[config.mk]
export PLATFORM = sky130hd
export DESIGN_NAME = asr_host
export DESIGN_NICKNAME = d
export VERILOG_FILES = /design/src/inc/asr_pkg.sv /design/src/hw/asr_fifo.sv /design/src/hw/asr_host.sv
export SDC_FILE = /design/constraint.sdc
export NUM_CORES = 1
export LEC_CHECK = 0
export ABC_AREA = 1
export ABC_CLOCK_PERIOD_IN_PS = 7400
export BUFFER_PORTS_ARGS = -buffer_cell sky130_fd_sc_hd__buf_2
export CAP_MARGIN = 10
export CORE_MARGIN = 2
export CORE_UTILIZATION = 40
export CTS_BUF_LIST = sky130_fd_sc_hd__clkbuf_4 sky130_fd_sc_hd__clkbuf_8 sky130_fd_sc_hd__clkbuf_16
export DETAILED_ROUTE_END_ITERATION = 16
export GPL_TIMING_DRIVEN = 0
export PLACE_DENSITY_LB_ADDON = 0.25
export SLEW_MARGIN = 0
export SYNTH_ARGS = -nofsm -noshare
export SYNTH_HDL_FRONTEND = slang
export SYNTH_SLANG_ARGS = --single-unit
[constraint.sdc]
create_clock -name CLK -period 7.4 [get_ports CLK]
set_input_delay 0.37 -clock CLK [delete_from_list [all_inputs] [get_ports CLK]]
set_output_delay 0.37 -clock CLK [all_outputs]
set_load 0.03 [all_outputs]
[src/inc/asr_pkg.sv]
// package for the serial converter readout host
// assumes a 25 MHz system clock and a converter on a three-wire serial link
package asr_pkg;

  // ------------------------------------------------------------------
  // register map of the host's own command port
  // ------------------------------------------------------------------
  localparam logic [3:0] ASR_REG_CTRL    = 4'h0; // enable, variant, length
  localparam logic [3:0] ASR_REG_DIV     = 4'h1; // serial clock divider
  localparam logic [3:0] ASR_REG_PERIOD  = 4'h2; // sample period in serial clocks
  localparam logic [3:0] ASR_REG_STATUS  = 4'h3; // busy, valid, overrun
  localparam logic [3:0] ASR_REG_DATA    = 4'h4; // oldest result, pops fifo

  // ------------------------------------------------------------------
  // control register fields
  // ------------------------------------------------------------------
  localparam int ASR_CTRL_EN_BIT       = 0;  // run periodic sampling
  localparam int ASR_CTRL_VAR_LSB      = 1;  // converter variant, 2 bits
  localparam int ASR_CTRL_FORCE16_BIT  = 3;  // frame 16 bits for any variant
  localparam logic [31:0] ASR_CTRL_RESET   = 32'h0000_0000;
  localparam logic [7:0]  ASR_DIV_RESET    = 8'h03;  // serial clock divider
  localparam logic [15:0] ASR_PERIOD_RESET = 16'h0020; // serial clocks per sample

  // ------------------------------------------------------------------
  // converter variants and word lengths
  // ------------------------------------------------------------------
  localparam logic [1:0] ASR_VAR_12 = 2'h0; // 12-bit result, 16-bit word
  localparam logic [1:0] ASR_VAR_10 = 2'h1; // 10-bit result, 14-bit word
  localparam logic [1:0] ASR_VAR_8  = 2'h2; // 8-bit result, 12-bit word
  localparam logic [4:0] ASR_LEN_16 = 5'h10;
  localparam logic [4:0] ASR_LEN_14 = 5'h0E;
  localparam logic [4:0] ASR_LEN_12 = 5'h0C;
  localparam int ASR_WORD_W  = 16; // widest word
  localparam int ASR_FIFO_D  = 4;  // result fifo depth

  // host sequencer states
  typedef enum logic [3:0] {
    ASR_IDLE  = 4'b0001, // waiting for the sample timer
    ASR_SYNC  = 4'b0010, // watching serial clock high, low, high
    ASR_SHIFT = 4'b0100, // frame low, bits being taken
    ASR_DONE  = 4'b1000  // frame released, word pushed
  } asr_state_e;

endpackage

[src/hw/asr_fifo.sv]
// small first-in first-out buffer for received results
// assumes one clock and an active low asynchronous reset
`timescale 1ns/1ps
module asr_fifo
  import asr_pkg::*;
#(
  parameter int WIDTH = 16,
  parameter int DEPTH = 4
)(
  input  wire logic             clk,
  input  wire logic             reset_n,
  input  wire logic             in_valid,
  output logic                  in_ready,
  input  wire logic [WIDTH-1:0] in_data,
  output logic                  out_valid,
  input  wire logic             out_ready,
  output logic      [WIDTH-1:0] out_data
);

  localparam int AW = $clog2(DEPTH);

  // ------------------------------------------------------------------
  // state
  // ------------------------------------------------------------------
  typedef struct packed {
    logic [DEPTH-1:0][WIDTH-1:0] mem;   // storage words
    logic [AW-1:0]               wr;    // write pointer
    logic [AW-1:0]               rd;    // read pointer
    logic [AW:0]                 count; // words held
  } asr_fifo_s;

  asr_fifo_s st;
  asr_fifo_s next_st;
  logic      push;
  logic      pop;

  // honest flags from the word count
  assign in_ready  = (st.count != (AW+1)'(DEPTH));
  assign out_valid = (st.count != '0);
  assign out_data  = st.mem[st.rd];
  assign push      = in_valid && in_ready;
  assign pop       = out_valid && out_ready;

  // next state of pointers and storage
  always_comb
  begin
    next_st = st;
    if (push)
    begin
      next_st.mem[st.wr] = in_data;
      next_st.wr         = st.wr + AW'(1);
    end
    if (pop)
    begin
      next_st.rd = st.rd + AW'(1);
    end
    next_st.count = st.count + (AW+1)'(push) - (AW+1)'(pop);
  end

  // register the state
  always_ff @(posedge clk or negedge reset_n)
  begin
    if (!reset_n)
      st <= '0;
    else
      st <= next_st;
  end

endmodule

[src/hw/asr_host.sv]
// readout host for a clock-driven successive approximation converter
// assumes the converter's chip select, serial clock and data on plain pins;
// software drives a simple strobe port, results wait in a small fifo
//
// Decided for this implementation: strobed register access and the address map.
`timescale 1ns/1ps
module asr_host
  import asr_pkg::*;
(
  input  wire logic        CLK,
  input  wire logic        RESET_N,
  input  wire logic [3:0]  ADDR,
  input  wire logic [31:0] WDATA,
  input  wire logic        WR,
  input  wire logic        RD,
  output logic      [31:0] RDATA,
  output logic             SERIAL_CLOCK,
  output logic             TX_FRAME_SYNC_N,
  input  wire logic        SERIAL_RESULT_LINE
);

  // ------------------------------------------------------------------
  // state
  // ------------------------------------------------------------------
  typedef struct packed {
    asr_state_e  state;       // sequencer state
    logic        enable;      // periodic sampling on
    logic [1:0]  variant;     // converter resolution
    logic        force16;     // frame 16 bits regardless
    logic [7:0]  divider;     // serial_clock_divider
    logic [15:0] period;      // serial clocks per sample
    logic [7:0]  div_cnt;     // master clocks toward half period
    logic        sclk;        // serial clock level
    logic [15:0] tmr;         // sample timer in serial clocks
    logic        pending;     // timer fired, frame not yet started
    logic [1:0]  sync_step;   // clock phases seen since request
    logic [4:0]  bits;        // bits taken in this frame
    logic [15:0] shreg;       // incoming word
    logic [31:0] rdata;       // read data register
    logic        overrun;     // result lost to a full fifo
    logic        d1;          // data synchroniser first stage
    logic        d2;          // data synchroniser second stage
  } asr_host_s;

  asr_host_s st;
  asr_host_s next_st;
  logic      rise;            // serial clock about to rise
  logic      fall;            // serial clock about to fall
  logic      push;            // word into fifo
  logic      f_ready;         // fifo has room
  logic [15:0] push_data;     // right-justified result
  logic      f_valid;         // fifo holds a word
  logic [15:0] f_data;        // oldest result
  logic      pop;             // software reads data

  // word length per variant and framing choice
  function automatic logic [4:0] word_len(input logic [1:0] v, input logic f16);
    logic [4:0] l;
    l = ASR_LEN_16;
    if (!f16)
    begin
      if (v == ASR_VAR_10)
        l = ASR_LEN_14;
      else if (v == ASR_VAR_8)
        l = ASR_LEN_12;
    end
    return l;
  endfunction

  // result right-justified, extra tail bits dropped
  function automatic logic [15:0] justify(input logic [15:0] w, input logic [4:0] n,
                                          input logic [4:0] len);
    logic [15:0] r;
    r = w >> (len - n);
    return r;
  endfunction

  // ------------------------------------------------------------------
  // result buffer
  // ------------------------------------------------------------------
  asr_fifo #(
    .WIDTH (ASR_WORD_W),
    .DEPTH (ASR_FIFO_D)
  ) u_fifo (
    .clk       (CLK),
    .reset_n   (RESET_N),
    .in_valid  (push),
    .in_ready  (f_ready),
    .in_data   (push_data),
    .out_valid (f_valid),
    .out_ready (pop),
    .out_data  (f_data)
  );

  // serial clock from divider of the master clock
  assign rise = (st.div_cnt == st.divider) && !st.sclk;
  assign fall = (st.div_cnt == st.divider) && st.sclk;
  assign pop  = RD && (ADDR == ASR_REG_DATA) && f_valid;
  assign push = (st.state == ASR_DONE);
  assign push_data = justify(st.shreg, word_len(st.variant, 1'b0),
                             word_len(st.variant, st.force16));

  assign SERIAL_CLOCK    = st.sclk;
  assign TX_FRAME_SYNC_N = (st.state != ASR_SHIFT);
  assign RDATA           = st.rdata;

  // ------------------------------------------------------------------
  // next state
  // ------------------------------------------------------------------
  always_comb
  begin
    next_st = st;
    // data pin through two flops
    next_st.d1 = SERIAL_RESULT_LINE;
    next_st.d2 = st.d1;
    // clock divider
    if (st.div_cnt == st.divider)
    begin
      next_st.div_cnt = '0;
      next_st.sclk    = !st.sclk;
    end
    else
    begin
      next_st.div_cnt = st.div_cnt + 8'h01;
    end
    // sample timer counts whole serial clocks
    if (st.enable && rise)
    begin
      if (st.tmr >= st.period - 16'h0001)
      begin
        next_st.tmr     = '0;
        next_st.pending = 1'b1;
      end
      else
      begin
        next_st.tmr = st.tmr + 16'h0001;
      end
    end
    if (!st.enable)
      next_st.tmr = '0;
    // sequencer
    case (st.state)
      ASR_IDLE:
      begin
        if (st.pending)
        begin
          next_st.pending   = 1'b0;
          next_st.sync_step = '0;
          next_st.state     = ASR_SYNC;
        end
      end
      ASR_SYNC:
      begin
        // high, low, high again
        if (st.sync_step == 2'h0 && (rise || st.sclk))
          next_st.sync_step = 2'h1;
        else if (st.sync_step == 2'h1 && fall)
          next_st.sync_step = 2'h2;
        else if (st.sync_step == 2'h2 && rise)
        begin
          next_st.bits  = '0;
          next_st.shreg = '0;
          next_st.state = ASR_SHIFT; // frame low starts conversion
        end
      end
      ASR_SHIFT:
      begin
        // take each bit just before the falling edge that replaces it
        // the first falling edge thus catches the zero shown at frame start;
        // dividers below 2 would outrun the data synchroniser
        if (fall)
        begin
          next_st.shreg = {st.shreg[14:0], st.d2};
          next_st.bits  = st.bits + 5'h01;
          // frame released on the last falling edge
          if (st.bits + 5'h01 == word_len(st.variant, st.force16))
            next_st.state = ASR_DONE;
        end
      end
      ASR_DONE:
      begin
        next_st.state = ASR_IDLE;
        if (!f_ready)
          next_st.overrun = 1'b1;
      end
      default:
      begin
        next_st.state = ASR_IDLE;
      end
    endcase
    // software writes
    if (WR)
    begin
      if (ADDR == ASR_REG_CTRL)
      begin
        next_st.enable  = WDATA[ASR_CTRL_EN_BIT];
        next_st.variant = WDATA[ASR_CTRL_VAR_LSB +: 2];
        next_st.force16 = WDATA[ASR_CTRL_FORCE16_BIT];
      end
      else if (ADDR == ASR_REG_DIV)
      begin
        next_st.divider = WDATA[7:0];
        next_st.div_cnt = '0;
      end
      else if (ADDR == ASR_REG_PERIOD)
      begin
        next_st.period = WDATA[15:0];
      end
      else if (ADDR == ASR_REG_STATUS)
      begin
        // write one clears overrun unless set again now
        if (WDATA[2] && !(push && !f_ready))
          next_st.overrun = 1'b0;
      end
    end
    // software reads, data valid next cycle only
    next_st.rdata = '0;
    if (RD)
    begin
      if (ADDR == ASR_REG_CTRL)
        next_st.rdata = {28'h0, st.force16, st.variant, st.enable};
      else if (ADDR == ASR_REG_DIV)
        next_st.rdata = {24'h0, st.divider};
      else if (ADDR == ASR_REG_PERIOD)
        next_st.rdata = {16'h0, st.period};
      else if (ADDR == ASR_REG_STATUS)
        next_st.rdata = {29'h0, st.overrun, f_valid, (st.state != ASR_IDLE)};
      else if (ADDR == ASR_REG_DATA && f_valid)
        next_st.rdata = {15'h0, 1'b1, f_data}; // empty fifo reads as zero
    end
  end

  // ------------------------------------------------------------------
  // registers
  // ------------------------------------------------------------------
  always_ff @(posedge CLK or negedge RESET_N)
  begin
    if (!RESET_N)
    begin
      st         <= '0;
      st.state   <= ASR_IDLE;
      st.divider <= ASR_DIV_RESET;
      st.period  <= ASR_PERIOD_RESET;
      st.d1      <= 1'b1;
      st.d2      <= 1'b1;
    end
    else
    begin
      st <= next_st;
    end
  end

endmodule

# Word-level counts from Yosys, hierarchy flattened
# Cells that the tools add are included.
# Widths: inputs -> output; s select.
# totals
register_bits,187
latchBits,0
ramBits,0
mem_bits_ro,0
inputBits,41
out_inout_bits,34
elab_cells,143
mem_count,0
# classes
n_addsub,9
mul,0
n_div,0
order_cmp,4
eq_ne,25
shift,1
mux,49
bitwise_logic,2
reduce_logical,29
# op_table
operator,n
$mux 17,7
$mux 21,4
$bwmux 64,1
$mux 16,4
$pmux 21 s2,1
$bmux 16 s2,1
$demux 16 s2,1
$mux 8,4
$mux 5,5
$mux 4,6
$add 16x1->16 const B,1
$ge 16x16->1,1
$shr 16x5->16,1
$sub 16x1->16 const B,1
$logic_and 1x1->1,14
$eq 4x2->1 const B,3
$ne 2x2->1 const B,6
$pmux 4 s3,1
$mux 1,10
$add 8x1->8 const B,1
$eq 4x1->1 const B,2
$eq 4x3->1 const B,2
$eq 8x8->1,1
$lt 2x3->1 const B,2
other kinds (29),39

# Depth between registers and ports, before layout
# Gate-level depths: netlist of run 1.
# depth
ltp_word,11
mapped_depth,18
depth_no_buf,18

# Hierarchy
# A second synthesis of run 1 with hierarchy kept.
# hier_totals
hier_cells,1221
area_unflattened_um2,9691.8
# by_module_without_submodules
mod,instances,cells_per_inst,area_each_um2,seq_area_each_um2
asr_host,1,781,6078.3,2534.9
asr_fifo,1,440,3613.5,1776.7

# Worst setup path before layout of run 1
# Ideal clock, no wire load.
# synth_path
kind,register -> register
from,reg st[84] in the netlist's numbering
to,reg st[64] in the netlist's numbering
setup_time_ns,0.127
arrival_ns,2.426
t_required_ns,7.273
slack_ns,4.846
stages_incl_launch_ff,19
path_buffers,0
synth_period_minus_slack_ns,2.554
path_cell_list,dfrtp_1 > inv_1 > ha_1 > nand2_1 > nor2_1 > nand3_1 > nor3_1 > xor2_1 > inv_1 > ha_1 > nand2_1 > inv_1 > nand3_1 > nor3_1 > nand2_1 > nand3_1 > inv_2 > nand3_1 > o21ai_0
# synth_via
elab_chain_cells,5
# synth_rtl
item,line,rtl
"start, declared",asr_host.sv:45,asr_host_s st;
"start signal, assigned",asr_host.sv:249,st <= next_st;
$sub 16x1->16,asr_host.sv:129,if (st.tmr >= st.period - 16'h0001)
$ge 16x16->1,asr_host.sv:129,
$mux 16,asr_host.sv:129,
$mux 17,asr_host.sv:127,if (st.enable && rise)
$mux 16,asr_host.sv:139,if (!st.enable)
# No other way between the ends. The select of a mux whose other input is x is not followed.
# A chain may end at the register's enable or synchronous reset.

# Final worst setup path of run 1
# Ends and elaborated chain as after synthesis.

==> metrics.txt, run 1 <==
fin crit share=43.1%; IO Pins=75; Worst Hold Class=input port to flip-flop; layout cells sized above 1=21.0%; Place WS=4.26 ns; Diodes inserted=0; Avg Vias per Cell=4.89; Max Cap Violations=0; CTS tree=done; Pins Over Slew Limit=0; fin nets=1,263; Post-DRT Antenna Nets=0; fmax=313 MHz; slowest CP cell=dfrtp_1; DR WL/cell=14.6 um; total CTS buffers=17; initial antenna violation count=0; sequential share of power=40.4%; cells after synthesis=1,115; Startpoint Class=flip-flop; PD cells=247 nW/um2; most frequent cells in the layout=nand2_1 (225), dfrtp_1 (166), inv_1 (121); vias post-DR=7,452; VDD IR-drop max=0.149 mV; crit-path cells=inv_1 > ha_1 > nand2_1 > nor2_1 > nand3_1 > nor2_1 > nand4_1 > xor2_1 > inv_1 > ha_1 > nand2_1 > o21ai_0 > a21oi_1 > nand3_1 > inv_2 > nand3_1 > o21ai_0; CTS clk-pin slew, worst paths=0.07 ns; Clk pwr share=35.1%; outcome=finished clean; footprint of the multi-input gates=4410 um2; post-CTS sizing=0; Hold Startpoint=SERIAL_RESULT_LINE; Filler cells=2,344; core area=23,500 um2; Comb power frac=24.5%; Die Width=159 um; CP Capture Type=flip-flop; I/O Buffers=43; Sequential Area=4310 um2; H-tree depth=4; worst endpoint required time=7.74 ns; Yosys cell types=53; RR Startpoint=st[84]$_DFFE_PN0P_; CTS Buffer Depth=2; Reg2Reg Depth=17; Post-Synthesis Cell Area=9620 um2; final WL=22,300 um; P_leak=5.15 nW; RSZ-0062 raised after global routing=false; crit path DAT=3.53 ns; cell-internal power=1.80 mW; Die Y=159 um; Clock Skew=0.0161 ns; clock root cell=clkbuf_16; YS warnings=0; Cell Rows=56; largest net degree at the start of global routing=95; Async S/R FF share, synth=100%; critical path class=flip-flop to flip-flop; Syn Area/Cell=8.63 um2; Hold Vio Cnt, Final=0; Initial Util=40.9%; All-Layer GR Usage=18.2%; cell mode on critical path=nand3_1; DP HPWL=16,500 um; CTS Sinks=172; area grow syn2layout=13.9%; reg2reg setup slack=4.21 ns; CP peak stage delay=0.42 ns; Worst-Margin Slew=0.910 ns; hold path endpoint=next_st[0]$_DFF_PN1_; drt initial violations=422; EDFF count, synth=0; sequential element share of the synthesized area=44.8%; DRT Pass-1 Iters=6; min Tclk post-route=3.19 ns; first-pass GRT wire length=37,300 um; worst skew pair latency=0.44 ns; #FFs+latches synth=172; GP Congestion=0.830; Setup-failing EPs final=0; PnR worst setup slack=4.21 ns; Total Die Area=25,300 um2; Reg2Reg Capture Point=st[64]$_DFFE_PN0P_; DRC Markers=0; Hold Crit Depth=1; crit-path max FO=10; relative slew slack=38.9%; vias in the first global route=7,168; switching power total=910 uW; commonest non-fill, non-tap cell in the layout=nand2_1; ys flop type=dfrtp_1; sw frac=33.5%; remaining global-route overflow=0; Setup TNS Final=0 ns
-- worst max-delay path by stage --
stage / startpoint / to / slack (ns)
after floorplan: st[84]$_DFFE_PN0P_ / st[64]$_DFFE_PN0P_ / 4.85
after global placement: RESET_N / st[74]$_DFFE_PN0P_ / 3.11
after detailed placement: st[90]$_DFFE_PN0P_ / st[64]$_DFFE_PN0P_ / 4.26
after CTS: st[84]$_DFFE_PN0P_ / st[64]$_DFFE_PN0P_ / 4.20
after global routing: st[84]$_DFFE_PN0P_ / st[65]$_DFFE_PN0P_ / 3.87
final: st[84]$_DFFE_PN0P_ / st[64]$_DFFE_PN0P_ / 4.21
-- critical path: cells and delay by family (launching register included) --
family	cells	cell delay, ns
AND/OR/NAND/NOR	8	1.22
buffers and inverters	3	0.52
adder cells (fa/ha/maj)	2	0.46
flip-flops	1	0.42
AO/OA/AOI/OAI	3	0.32
XOR/XNOR	1	0.16
-- power by group through the flow --
| stage | Sequential (mW) | Clock, mW | Combinational (mW) |
|---|---|---|---|
| 4_1_cts | 1.09 | 0.969 | 0.669 |
| 5_1_grt | 1.11 | 1.01 | 0.757 |
| 3_5_place_dp | 1.11 | 0 | 0.664 |
| 2_1_floorplan | 1.09 | 0 | 0.482 |
| 6_report | 1.10 | 0.952 | 0.664 |
| 3_3_place_gp | 1.11 | 0 | 0.654 |
-- synth_stat cells (all sizes together) (9+ instances only) --
cell type / instances / share of area [%]
nand2: 250 / 10
nor3: 15 / 1.1
mux2: 36 / 4.8
ha: 28 / 3.6
a21oi: 66 / 3.6
nand3: 33 / 1.8
buf: 55 / 4.3
o21ai: 151 / 8.9
xnor2: 19 / 1.8
clkbuf: 12 / 0.47
inv: 129 / 5.0
nor2: 84 / 3.9
nand4: 10 / 0.72
xor2: 18 / 1.6
dfrtp: 166 / 43
a31oi: 9 / 0.85
-- stage by stage --
stage | cell area [um2] | hold slack [ns] | std cells | utilization, % | total power, mW
6_report | 11000 | 0.0200 | 1525 | 46.6 | 2.71
5_1_grt | 11000 | 0.0108 | 1525 | 46.6 | 2.87
4_1_cts | 11000 | 0.0150 | 1525 | 46.6 | 2.73
2_1_floorplan | 9670 | 0.0744 | 1129 | - | 1.58
3_5_place_dp | 10300 | 0.348 | 1492 | 43.9 | 1.78
3_3_place_gp | 10300 | 0.350 | 1491 | 43.7 | 1.76
-- metal layers --
layer	vias up	share of wire, %	global-route usage (%)
li1	3733	-	-
met3	15	4.0	2.94
met5	-	0	0
met4	0	0.77	4.42
met1	3567	50	26.9
met2	137	45	28.0
-- cells by family (layout without fill, tap and decap cells) --
| family | count (synthesis) | count (layout) | synth area share (%) |
|---|---|---|---|
| buf+inv | 197 | 274 | 9.86 |
| mux | 36 | 36 | 4.76 |
| flops | 172 | 172 | 44.8 |
| other cells | 1 | 15 | 0.0390 |
| xor+xnor | 37 | 37 | 3.45 |
| fa+ha+maj | 29 | 29 | 3.85 |
| compound gates | 244 | 244 | 14.7 |
| simple gates | 399 | 399 | 18.5 |
-- flip-flops by register name, indices dropped and copies added (netlist names) --
name,cells
RDATA,17
SERIAL_CLOCK,1
next_st,1
st,82
u_fifo.st,71
-- timing repair --
action / in CTS / in global routing
setup buffers: 0 / 0
hold buffers: 1 / 0
endpoints found under the hold margin: 17 / 0
-- cell type report --
type	instances	area share (%)
buffer	67	4.20
timing repair buffer	45	2.40
clock buffer	20	4.26
inverter	130	4.45
multi-input combinational	760	40.3
clock inverter	12	1.46
sequential	172	39.3
tap	319	3.64
Power figures use the tool's default switching activity.
==> run 2, diff against run 1 <==
ABC_CLOCK_PERIOD_IN_PS = 2900   (was 7400)
clock period = 2.9 ns   (was 7.4 ns; I/O delays follow)
==> run 2 against run 1 <==
- clock skew down 0.0014 ns
- first-iteration DRC count down 10%
- worst hold slack worse by 0.012 ns
- critical path depth down 2
- critical path type unchanged
- largest cell class unchanged
- register-to-register slack worse by 4.1 ns
- sequential power rose to 2.6 times the previous value
==> metrics.txt, run 2 (synthesis gave the netlist of run 1 again) <==
Post-DRT Antenna Nets=0; worst endpoint required time=3.25 ns; Total Die Area=25,300 um2; Setup TNS Final=0 ns; initial antenna violation count=0; slowest CP cell=dfrtp_2; crit-path max FO=6; worst skew pair latency=0.44 ns; critical path class=flip-flop to flip-flop; Hold Vio Cnt, Final=0; Hold Startpoint=WDATA[4]; core area=23,500 um2; Die Width=159 um; All-Layer GR Usage=18.4%; CP peak stage delay=0.45 ns; Filler cells=2,315; RR Startpoint=st[90]$_DFFE_PN0P_; Worst Hold Class=input port to flip-flop; vias in the first global route=7,244; P_leak=5.25 nW; Place WS=-0.238 ns; Diodes inserted=0; Startpoint Class=flip-flop; CP Capture Type=flip-flop; CP top delay family=simple AND/OR/NAND/NOR gates; sequential share of power=40.2%; Worst-Margin Slew=0.742 ns; outcome=finished clean; largest net degree at the start of global routing=95; PD cells=623 nW/um2; Max Cap Violations=0; drt initial violations=379; dpl cells=1,492; Clock Skew=0.0148 ns; commonest non-fill, non-tap cell in the layout=nand2_1; Comb power frac=25.1%; CTS Buffer Depth=2; crit-path cells=nor2_4 > nand3_2 > nor3_4 > nand2_2 > nor2_4 > nand3_1 > xnor2_1 > inv_1 > ha_1 > a21oi_1 > o21ai_0 > a21oi_1 > nand3_4 > buf_6 > o21ai_0; footprint of the multi-input gates=4500 um2; DR WL/cell=14.6 um; Clk pwr share=34.7%; Sequential Area=4320 um2; clock root cell=clkbuf_16; DP HPWL=16,500 um; Reg with most FFs=st; fin nets=1,282; total CTS buffers=17; switching power total=2.35 mW; DRC Markers=0; cell-internal power=4.64 mW; Pins Over Slew Limit=0; Initial Util=40.9%; fin crit share=95.2%; area grow syn2layout=16.8%; RSZ-0062 raised after global routing=true; Post-Layout Cell Count=1,544; sw frac=33.6%; DRT Pass-1 Iters=4; remaining global-route overflow=0; fmax=362 MHz; Setup-failing EPs final=0; I/O Buffers=43; Reg2Reg Depth=15; VDD IR-drop max=0.377 mV; final WL=22,600 um; Critical Path Start=st[90]$_DFFE_PN0P_; crit path DAT=3.12 ns; Avg Vias per Cell=4.86; H-tree depth=4; CTS clk-pin slew, worst paths=0.07 ns; Cell Rows=56; vias post-DR=7,503; total power=7.00 mW; PnR worst setup slack=0.140 ns; relative slew slack=50.5%; max FFs per register=82; layout cells sized above 1=23.1%; IO Pins=75; first-pass GRT wire length=37,600 um; Hold Crit Depth=3; most frequent cells in the layout=nand2_1 (223), dfrtp_1 (160), inv_1 (119); hold_ws=0.00771 ns; GP Congestion=0.830; CTS tree=done; CTS Sinks=172; Die Y=159 um; Crit path depth=15; min Tclk post-route=2.76 ns; CP Buf/Inv Count=2
==> run 2: layer usage <==
| metal | track usage, % | up-vias | wire [um] |
|---|---|---|---|
| met5 | 0 | - | 0 |
| met4 | 4.42 | 0 | 186 |
| met3 | 2.84 | 16 | 771 |
| met2 | 28.6 | 109 | 10300 |
| met1 | 27.0 | 3606 | 11400 |
| li1 | - | 3772 | - |
==> run 2: timing repair <==
| item | 4_1_cts | 5_1_grt |
|---|---|---|
| hold buffers | 12 | 0 |
| endpoints found under the setup margin | 17 | 21 |
| pin swaps | 1 | 6 |
| buffers inserted | 2 | 5 |
| cloned | 0 | 1 |
| resized for setup | 2 | 32 |
| hold endpoints to repair | 100 | 0 |
==> run 2: power groups by stage <==
stage	sequential, mW	clock (mW)	combinational (mW)
after floorplan	2.79	0	1.23
after global placement	2.83	0	1.67
after detailed placement	2.84	0	1.69
after CTS	2.79	2.47	1.72
after global routing	2.84	2.58	2.00
final	2.81	2.43	1.76
==> run 2: worst reg2reg max path, cell delays in order, from the launching register on <==
cell	delay, ns
dfrtp_2	0.45
nor2_4	0.14
nand3_2	0.09
nor3_4	0.22
nand2_2	0.12
nor2_4	0.12
nand3_1	0.09
xnor2_1	0.16
inv_1	0.06
ha_1	0.29
a21oi_1	0.15
o21ai_0	0.11
a21oi_1	0.22
nand3_4	0.17
buf_6	0.17
o21ai_0	0.14
==> run 2: final timing paths <==
kind	slack (ns)	to
hold reg to reg	0.36	st[0]$_DFF_PN1_
max in group asynchronous	1.74	st[98]$_DFFE_PN0P_
min in group asynchronous	0.29	st[43]$_DFFE_PN0P_
hold / removal	0.008	st[88]$_DFFE_PN0P_
setup / recovery	0.14	st[69]$_DFFE_PN0P_
setup reg to reg	0.14	st[69]$_DFFE_PN0P_
==> run 2: area by class of cell <==
cell class | count | area share (%)
Multi-Input combinational cell | 760 | 40.1
Sequential cell | 172 | 38.4
Inverter | 130 | 4.41
Clock buffer | 20 | 4.15
Buffer | 67 | 4.10
Timing Repair Buffer | 63 | 3.82
Tap cell | 319 | 3.55
Clock inverter | 12 | 1.43
Timing Repair inverter | 1 | 0.0557
==> run 2: per-stage QoR <==
step / area (um2) / utilization (%)
final: 11200 / 47.7
after global routing: 11200 / 47.7
after CTS: 11100 / 47.1
after detailed placement: 10300 / 43.9
after global placement: 10300 / 43.7
after floorplan: 9670 / -
